===== src/shared/tcas_consts.vh =====
/*
  Constants for the three-channel conversion sequencer: mode codes,
  field positions, reset values and timing counts.
  Assumes a 100 MHz system clock; included by its bare name.
*/
`ifndef TCAS_CONSTS_VH
`define TCAS_CONSTS_VH

// ----------------------------------------------------------------------
// Mode field (bits 2..0 of configuration)
// ----------------------------------------------------------------------
`define TCAS_MODE_MSB 2
`define TCAS_MODE_LSB 0
`define TCAS_MODE_PD0 3'h0
`define TCAS_MODE_SS_SHUNT 3'h1
`define TCAS_MODE_SS_BUS 3'h2
`define TCAS_MODE_SS_BOTH 3'h3
`define TCAS_MODE_PD4 3'h4
`define TCAS_MODE_CT_SHUNT 3'h5
`define TCAS_MODE_CT_BUS 3'h6
`define TCAS_MODE_CT_BOTH 3'h7
`define TCAS_MODE_RESET 3'h7

// ----------------------------------------------------------------------
// Timing
// ----------------------------------------------------------------------
`define TCAS_CLK_MHZ 100
`define TCAS_TOUT_MS 28
`define TCAS_TOUT_CYC (`TCAS_TOUT_MS * 1000 * `TCAS_CLK_MHZ)
`define TCAS_WAKE_US 40
`define TCAS_WAKE_CYC (`TCAS_WAKE_US * `TCAS_CLK_MHZ)
`define TCAS_BUS_LSB_MV 8'h08

`endif


===== src/design/tcas_result_mem.v =====
/*
  Small result store: one 16-bit word per channel and quantity.
  Assumes a single clock; read data come out of a register.
*/
`timescale 1ns/1ps
`default_nettype none

module tcas_result_mem #(
  parameter AW = 3,
  parameter DW = 16
) (
  input wire sys_clk_i,
  input wire wr_en_i,
  input wire [AW-1:0] wr_addr_i,
  input wire [DW-1:0] wr_data_i,
  input wire [AW-1:0] rd_addr_i,
  output reg [DW-1:0] rd_data_o
);

  reg [DW-1:0] mem [0:(1<<AW)-1];

  // Write and registered read; a read of the word being written sees old data
  always @(posedge sys_clk_i)
  begin
    if (wr_en_i)
      mem[wr_addr_i] <= wr_data_i;
    rd_data_o <= mem[rd_addr_i];
  end

endmodule // tcas_result_mem

`default_nettype wire


===== src/design/tcas_sequencer.v =====
/*
  Conversion sequencer of a three-channel shunt and bus monitor.
  Steps through enabled channels, keeps results, drives the ready flag,
  and watches the serial clock for a low-clock timeout.
  Assumes: conversions are done by an external converter handshake
  (start pulse, done pulse with data) on sys_clk_i; config writes and
  mask/enable reads arrive as one-cycle strobes from the serial slave.
*/
`timescale 1ns/1ps
`default_nettype none
`include "tcas_consts.vh"

module tcas_sequencer #(
  parameter TOUT_CYC = `TCAS_TOUT_CYC,
  parameter WAKE_CYC = `TCAS_WAKE_CYC,
  parameter DW = 16
) (
  input wire sys_clk_i,
  input wire rst_n_i,
  input wire scl_i,
  input wire cfg_wr_i,
  input wire [2:0] cfg_mode_i,
  input wire [2:0] cfg_chan_en_i,
  input wire mask_rd_i,
  input wire adc_done_i,
  input wire [DW-1:0] adc_data_i,
  input wire [2:0] res_addr_i,
  output reg [2:0] mode_o,
  output reg [2:0] chan_en_o,
  output reg conversion_ready_flag_o,
  output reg adc_start_o,
  output reg [1:0] adc_chan_o,
  output reg adc_is_bus_o,
  output reg adc_power_o,
  output reg busy_o,
  output reg serial_reset_o,
  output reg [DW-1:0] res_data_o,
  output reg [7:0] bus_lsb_mv_o
);

  // --------------------------------------------------------------------
  // States
  // --------------------------------------------------------------------
  localparam ST_DOWN = 3'h0;
  localparam ST_WAKE = 3'h1;
  localparam ST_PICK = 3'h2;
  localparam ST_CONV = 3'h3;
  localparam ST_WAIT = 3'h4;
  localparam ST_NEXT = 3'h5;

  reg [2:0] state;
  reg [1:0] chan;
  reg is_bus;
  reg [31:0] wake_cnt;
  reg [31:0] tout_cnt;
  reg scl_meta;
  reg scl_sync;
  reg pend_start;
  wire [DW-1:0] mem_rd;

  // Mode decode
  wire mode_pd = (mode_o == `TCAS_MODE_PD0) || (mode_o == `TCAS_MODE_PD4);
  wire mode_cont = mode_o[2];
  wire do_shunt = mode_o[0];
  wire do_bus = mode_o[1];
  wire new_pd = (cfg_mode_i == `TCAS_MODE_PD0) ||
                (cfg_mode_i == `TCAS_MODE_PD4);

  // Lowest enabled channel at or after a given index
  function [2:0] tcas_find;
    input [2:0] en;
    input [1:0] from;
    begin
      tcas_find = 3'h4;
      if (from <= 2'h2 && en[2])
        tcas_find = 3'h2;
      if (from <= 2'h1 && en[1])
        tcas_find = 3'h1;
      if (from == 2'h0 && en[0])
        tcas_find = 3'h0;
    end
  endfunction

  wire [2:0] first_ch = tcas_find(chan_en_o, 2'h0);
  wire [2:0] next_ch = (chan == 2'h2) ? 3'h4 :
                       tcas_find(chan_en_o, chan + 2'h1);

  // --------------------------------------------------------------------
  // Serial clock timeout
  // --------------------------------------------------------------------
  // Two stages before use: the pin is asynchronous to sys_clk_i
  always @(posedge sys_clk_i or negedge rst_n_i)
  begin
    if (!rst_n_i)
    begin
      scl_meta <= 1'b1;
      scl_sync <= 1'b1;
    end
    else
    begin
      scl_meta <= scl_i;
      scl_sync <= scl_meta;
    end
  end

  // Count low time; pulse reset once the typical timeout is passed
  always @(posedge sys_clk_i or negedge rst_n_i)
  begin
    if (!rst_n_i)
    begin
      tout_cnt <= 32'h0;
      serial_reset_o <= 1'b0;
    end
    else
    begin
      serial_reset_o <= 1'b0;
      if (scl_sync)
        tout_cnt <= 32'h0;
      else if (tout_cnt < TOUT_CYC)
      begin
        tout_cnt <= tout_cnt + 32'h1;
        if (tout_cnt == TOUT_CYC - 1)
          serial_reset_o <= 1'b1;
      end
    end
  end

  // --------------------------------------------------------------------
  // Configuration and ready flag
  // --------------------------------------------------------------------
  // Set wins over a same-cycle clear so a finished pass is never lost
  always @(posedge sys_clk_i or negedge rst_n_i)
  begin
    if (!rst_n_i)
    begin
      mode_o <= `TCAS_MODE_RESET;
      chan_en_o <= 3'h7;
      conversion_ready_flag_o <= 1'b0;
    end
    else
    begin
      if (cfg_wr_i)
      begin
        mode_o <= cfg_mode_i;
        chan_en_o <= cfg_chan_en_i;
      end
      if (state == ST_NEXT && next_ch[2] && pend_start == 1'b0)
        conversion_ready_flag_o <= 1'b1;
      else if ((cfg_wr_i && !new_pd) || mask_rd_i)
        conversion_ready_flag_o <= 1'b0;
    end
  end

  // --------------------------------------------------------------------
  // Sequencer
  // --------------------------------------------------------------------
  // A write restarts the pass from the lowest channel; applied one
  // cycle later, once the new mode and enables are in their registers
  always @(posedge sys_clk_i or negedge rst_n_i)
  begin
    if (!rst_n_i)
    begin
      state <= ST_WAKE;
      chan <= 2'h0;
      is_bus <= 1'b0;
      wake_cnt <= 32'h0;
      pend_start <= 1'b0;
      adc_start_o <= 1'b0;
      adc_chan_o <= 2'h0;
      adc_is_bus_o <= 1'b0;
      adc_power_o <= 1'b1;
      busy_o <= 1'b0;
    end
    else
    begin
      adc_start_o <= 1'b0;
      pend_start <= cfg_wr_i;
      if (pend_start)
      begin
        if (mode_pd)
        begin
          state <= ST_DOWN;
          adc_power_o <= 1'b0;
          busy_o <= 1'b0;
        end
        else if (state == ST_WAKE)
        begin
          // Recovery still running: a new mode must not cut it short
          busy_o <= 1'b1;
        end
        else if (!adc_power_o)
        begin
          state <= ST_WAKE;
          wake_cnt <= 32'h0;
          adc_power_o <= 1'b1;
          busy_o <= 1'b1;
        end
        else
        begin
          state <= ST_PICK;
          busy_o <= 1'b1;
        end
      end
      else
      begin
        case (state)
          ST_DOWN:
          begin
            busy_o <= 1'b0;
          end
          ST_WAKE:
          begin
            busy_o <= 1'b1;
            if (wake_cnt >= WAKE_CYC - 1)
              state <= ST_PICK;
            else
              wake_cnt <= wake_cnt + 32'h1;
          end
          ST_PICK:
          begin
            if (first_ch[2])
            begin
              // Nothing enabled: pass is empty and ends at once
              chan <= 2'h2;
              state <= ST_NEXT;
            end
            else
            begin
              chan <= first_ch[1:0];
              is_bus <= !do_shunt;
              state <= ST_CONV;
            end
          end
          ST_CONV:
          begin
            adc_start_o <= 1'b1;
            adc_chan_o <= chan;
            adc_is_bus_o <= is_bus;
            state <= ST_WAIT;
          end
          ST_WAIT:
          begin
            if (adc_done_i)
            begin
              if (!is_bus && do_bus)
              begin
                is_bus <= 1'b1;
                state <= ST_CONV;
              end
              else
                state <= ST_NEXT;
            end
          end
          ST_NEXT:
          begin
            if (!next_ch[2])
            begin
              chan <= next_ch[1:0];
              is_bus <= !do_shunt;
              state <= ST_CONV;
            end
            else if (mode_cont)
              state <= ST_PICK;
            else
            begin
              state <= ST_DOWN;
              adc_power_o <= 1'b0;
              busy_o <= 1'b0;
            end
          end
          default:
          begin
            state <= ST_DOWN;
          end
        endcase
      end
    end
  end

  // --------------------------------------------------------------------
  // Results
  // --------------------------------------------------------------------
  // Only completed conversions are stored, so reads always see the
  // latest finished value, also in power-down
  tcas_result_mem #(
    .AW(3),
    .DW(DW)
  ) u_mem (
    .sys_clk_i(sys_clk_i),
    .wr_en_i(state == ST_WAIT && adc_done_i),
    .wr_addr_i({is_bus, chan}),
    .wr_data_i(adc_data_i),
    .rd_addr_i(res_addr_i),
    .rd_data_o(mem_rd)
  );

  // Registered result output; bus LSB weight is fixed
  always @(posedge sys_clk_i or negedge rst_n_i)
  begin
    if (!rst_n_i)
    begin
      res_data_o <= {DW{1'b0}};
      bus_lsb_mv_o <= 8'h0;
    end
    else
    begin
      res_data_o <= mem_rd;
      bus_lsb_mv_o <= `TCAS_BUS_LSB_MV;
    end
  end

endmodule // tcas_sequencer

`default_nettype wire


===== config.mk =====
export PLATFORM = sky130hd
export DESIGN_NAME = tcas_sequencer
export DESIGN_NICKNAME = d
export VERILOG_FILES = /design/src/design/tcas_result_mem.v /design/src/design/tcas_sequencer.v
export VERILOG_INCLUDE_DIRS = /design/src /design/src/shared
export SDC_FILE = /design/constraint.sdc
export NUM_CORES = 1
export LEC_CHECK = 0
export BUFFER_PORTS_ARGS = -buffer_cell sky130_fd_sc_hd__buf_2
export CORE_MARGIN = 4
export CORE_UTILIZATION = 44
export CTS_CLUSTER_DIAMETER = 200
export DETAILED_ROUTE_END_ITERATION = 16
export GPL_TIMING_DRIVEN = 0
export PLACE_DENSITY = 0.67
export SETUP_SLACK_MARGIN = 0.2
export SLEW_MARGIN = 10
export SYNTH_ARGS = -nofsm -noshare
export SYNTH_HDL_FRONTEND = slang
export SYNTH_HIERARCHICAL = 1
export SYNTH_SLANG_ARGS = --single-unit

===== constraint.sdc =====
create_clock -name sys_clk_i -period 3.3 [get_ports sys_clk_i]
set_input_delay 0 -clock sys_clk_i [delete_from_list [all_inputs] [get_ports sys_clk_i]]
set_output_delay 0 -clock sys_clk_i [all_outputs]
set_load 0.03 [all_outputs]

==> out/summary.txt <==
outcome - complete, no violations
cells taking the most area after synthesis - sky130_fd_sc_hd__edfxtp_1 38%, sky130_fd_sc_hd__dfrtp_1 23%, sky130_fd_sc_hd__mux4_1 7.3%, sky130_fd_sc_hd__dfxtp_1 3.2%, sky130_fd_sc_hd__mux2_2 2.7%
period utilisation layout - 77.46%
switching portion of total power - 25.37%
gate count after technology mapping - 657
number of cell rows - 55
global-route wire length before repair - 32.60 mm
ys async rst share - 41.94%
share of post-route cells with drive strength above 1 - 23.34%
length in cells of the worst reg-to-reg path - 6
class of the tightest hold or removal check - in -> async
Clock Root Buffer - sky130_fd_sc_hd__clkbuf_16
TritonCTS clock tree - done
number of buffers created by CTS - 27
count of instances resized after the clock tree is built - 0
floorplan die width - 159.3 um
worst-case hold slack - 0.07194 ns
starting density of the core - 44.60%
aggregate global-route resource usage - 15.72%
hold-fix buffer count after cts - 32
Final setup violation count - 0
number of flops mapped to enable cells by yosys - 128
power share of the combinational group - 12.7%
area of the die - 25360 um^2
Internal - 5.654 mW
total via count after detailed routing - 5933
remaining antenna violation count - 0
shortest period the worst path allows - 2.556 ns
Cell Area, Synth - 10070 um^2
Least-Margin Pin Slew - 0.8250 ns
Post-CTS Setup Inserts - 0
Core Area - 22570 um^2
WP data arrival - 2.77 ns
Switching Power - 1.922 mW
per-cell via count in the routed design - 5.389
total leakage power - 4.708 nW
number of distinct standard cells referenced by the synthesized netlist - 71
number of synthesis warnings - 6
CP cell instances - inv_1 > nand2_1 > nor3b_1 > nand2b_1 > nor3_2 > buf_4
HPWL after detailed placement - 12.91 mm
Final Total Pwr - 7.576 mW
type of destination of the critical path - flip-flop
number of placed I/O pins - 69
total congestion overflow after global routing - 0
IO buf count - 59
worst ir drop on vdd - 474.4 uV
maximum fanout along the worst path - 9
setup repair after global routing missed its margin - false
clock input transition at the sequential cells of the worst setup and hold paths - 0.06 ns
aggregate routed wire length - 20.02 mm
clock sinks - 248
via count of the first global-routing pass - 6060
synthesis-to-finish area growth - 20.73%
clock latency of the later-clocked register in the worst-skew pair - 0.53 ns
top cell type's share of synthesized area - 38.19%
deepest level of the CTS H-tree - 1
buffer levels on the longest clock path - 3
largest net degree at the start of global routing - 65
share of synthesized area occupied by flip-flops and latches - 67.35%
leading area contributor after synthesis - sky130_fd_sc_hd__edfxtp_1
final clock skew - 0.01793 ns
max-slew violation count - 0
primary flip-flop cell chosen by synthesis mapping - sky130_fd_sc_hd__edfxtp_1
worst slew slack as a fraction of its limit - 45.00%
die extent in y - 159.3 um
DRC errors left - 0
Syn Area/Cell - 15.32 um^2
crit path kind - reg -> reg
number of iterations in the first detailed-routing pass - 5
startpoint class of the critical path - flip-flop
number of flip-flops and latches in the synthesized netlist - 248
average wire per cell in the routed design - 18.18 um
number of DRC markers in iteration 0 - 321
part of the total power dissipated in sequential elements - 47.4%
reg-to-reg setup timing slack - 0.74 ns
gpl congestion - 0.8103
highest-delay cell along the critical path - sky130_fd_sc_hd__nor3_2
final layout net count - 829
delay of the slowest cell on the worst path - 0.64 ns
hold violation total from the final report - 0
max-capacitance violation count - 0
Cell Pwr Density - 623.4 nW/um^2
initial antenna violation count - 2
FMAX - 391.2 MHz
data required time at the worst endpoint - 3.51 ns
clock network power share - 39.9%
-- state kept, by name, indices dropped and copies added, names as in the netlist --
signal / flops
u_mem/mem: 128
tout_cnt: 32
wake_cnt: 32
res_data_o: 16
u_mem/rd_data_o: 16
chan_en_o: 3
mode_o: 3
state: 3
adc_chan_o: 2
chan: 2
adc_is_bus_o: 1
adc_power_o: 1
adc_start_o: 1
bus_lsb_mv_o: 1
busy_o: 1
conversion_ready_flag_o: 1
is_bus: 1
pend_start: 1
scl_meta: 1
scl_sync: 1
serial_reset_o: 1
-- metrics by stage --
stage	std cells	TNS (ns)	setup WS, ns	area [um^2]	utilization, %
finish	1101	0	0.7439	12150	53.84
global route	1101	0	0.4224	12150	53.84
CTS	1099	0	0.7072	12150	53.82
detailed placement	1017	0	0.7567	10910	48.34
global placement	1007	-13.96	-0.4509	10740	47.58
floorplan	663	0	0.7147	10090	-
-- kinds of logic after synthesis --
| family | after synthesis | synth area share, % |
|---|---|---|
| flip-flops | 248 | 67.35 |
| AO/OA/AOI/OAI | 66 | 4.351 |
| adder cells (fa/ha/maj) | 5 | 0.6215 |
| other | 2 | 0.07461 |
| AND/OR/NAND/NOR | 217 | 12.39 |
| XOR/XNOR | 18 | 1.566 |
| buffers and inverters | 38 | 2.014 |
| multiplexers | 63 | 11.63 |
-- cells in the final DEF, fill, tap and decap left out, types with 8 or more instances in the layout --
cell type / n
sky130_fd_sc_hd__a21oi_1: 16
sky130_fd_sc_hd__and3_1: 10
sky130_fd_sc_hd__buf_2: 60
sky130_fd_sc_hd__buf_4: 9
sky130_fd_sc_hd__clkbuf_1: 18
sky130_fd_sc_hd__clkbuf_16: 27
sky130_fd_sc_hd__conb_1: 8
sky130_fd_sc_hd__dfrtp_1: 94
sky130_fd_sc_hd__dfstp_2: 10
sky130_fd_sc_hd__dfxtp_1: 16
sky130_fd_sc_hd__dlygate4sd3_1: 31
sky130_fd_sc_hd__edfxtp_1: 128
sky130_fd_sc_hd__inv_1: 8
sky130_fd_sc_hd__mux2_2: 24
sky130_fd_sc_hd__mux4_1: 28
sky130_fd_sc_hd__nand2_1: 26
sky130_fd_sc_hd__nand3_1: 20
sky130_fd_sc_hd__nor2_1: 50
sky130_fd_sc_hd__nor2b_1: 28
sky130_fd_sc_hd__nor3_1: 13
sky130_fd_sc_hd__nor4_1: 12
sky130_fd_sc_hd__o21ai_0: 13
sky130_fd_sc_hd__xnor2_1: 18
-- area by class of cell --
type / count / area [um^2]
Multi-Input combinational cell: 377 / 3132
Inverter: 8 / 30.03
Antenna cell: 2 / 5.005
Tap cell: 285 / 356.6
Fill cell: 1837 / 10420
Clock inverter: 16 / 193.9
Sequential cell: 248 / 6779
Timing Repair Buffer: 101 / 772.0
Clock buffer: 34 / 711.9
Buffer: 30 / 172.7
-- per-layer routing --
metal  GRT usage (%)  vias to the layer above  part of all wire, %  wire length, um
met1           21.51                     2966                   44             8834
met5               0                        -                    0                0
met4           4.024                        0                  1.9              384
met2           26.12                      145                   49             9882
met3           3.106                       34                  4.6              916
li1                -                     2788                    -                -
-- power by group through the flow --
stage | Combinational, mW | Clock [mW] | Sequential [mW]
2_1_floorplan | 0.547 | 0 | 3.70
3_3_place_gp | 0.899 | 0 | 3.63
3_5_place_dp | 0.934 | 0 | 3.64
4_1_cts | 0.972 | 3.10 | 3.59
5_1_grt | 1.06 | 3.23 | 3.62
6_report | 0.964 | 3.02 | 3.59
-- worst max-delay path, delay by kind of cell (launching register included) --
family        cells  cell delay (ns)
buf+inv           2             0.50
simple gates      4             1.28
flops             1             0.47
-- path summary, 6_finish.rpt --
kind | start | endpoint
max | state[1] | u_mem/mem[0][12]
min | rst_n_i | chan_en_o[0]
max reg2reg | state[1] | u_mem/mem[0][12]
min reg2reg | u_mem/rd_data_o[0] | res_data_o[0]
max in group asynchronous | rst_n_i | scl_meta
min in group sys_clk_i | scl_i | scl_meta
-- synthesized netlist by cell type (4+ instances only) --
cell type and instances:
sky130_fd_sc_hd__o21ai_0 13, sky130_fd_sc_hd__buf_6 4, sky130_fd_sc_hd__dfrtp_1 94, sky130_fd_sc_hd__mux2_1 4
sky130_fd_sc_hd__inv_1 8, sky130_fd_sc_hd__clkbuf_1 12, sky130_fd_sc_hd__mux4_1 28, sky130_fd_sc_hd__xnor2_1 18
sky130_fd_sc_hd__nor4b_1 4, sky130_fd_sc_hd__ha_1 5, sky130_fd_sc_hd__a41oi_1 4, sky130_fd_sc_hd__buf_1 4
sky130_fd_sc_hd__nor2b_1 28, sky130_fd_sc_hd__nor4_1 12, sky130_fd_sc_hd__nor2_1 56, sky130_fd_sc_hd__and3_1 10
sky130_fd_sc_hd__nor3_1 15, sky130_fd_sc_hd__a21oi_1 16, sky130_fd_sc_hd__mux2_2 24, sky130_fd_sc_hd__mux4_2 4
sky130_fd_sc_hd__dfstp_2 10, sky130_fd_sc_hd__nand2b_1 5, sky130_fd_sc_hd__and4_1 6, sky130_fd_sc_hd__a31oi_1 5
sky130_fd_sc_hd__nand2_1 26, sky130_fd_sc_hd__buf_4 7, sky130_fd_sc_hd__dfxtp_1 16, sky130_fd_sc_hd__edfxtp_1 128
sky130_fd_sc_hd__nand4_1 6, sky130_fd_sc_hd__nand3_1 20, sky130_fd_sc_hd__nor4_2 4
Power figures use the tool's default switching activity.
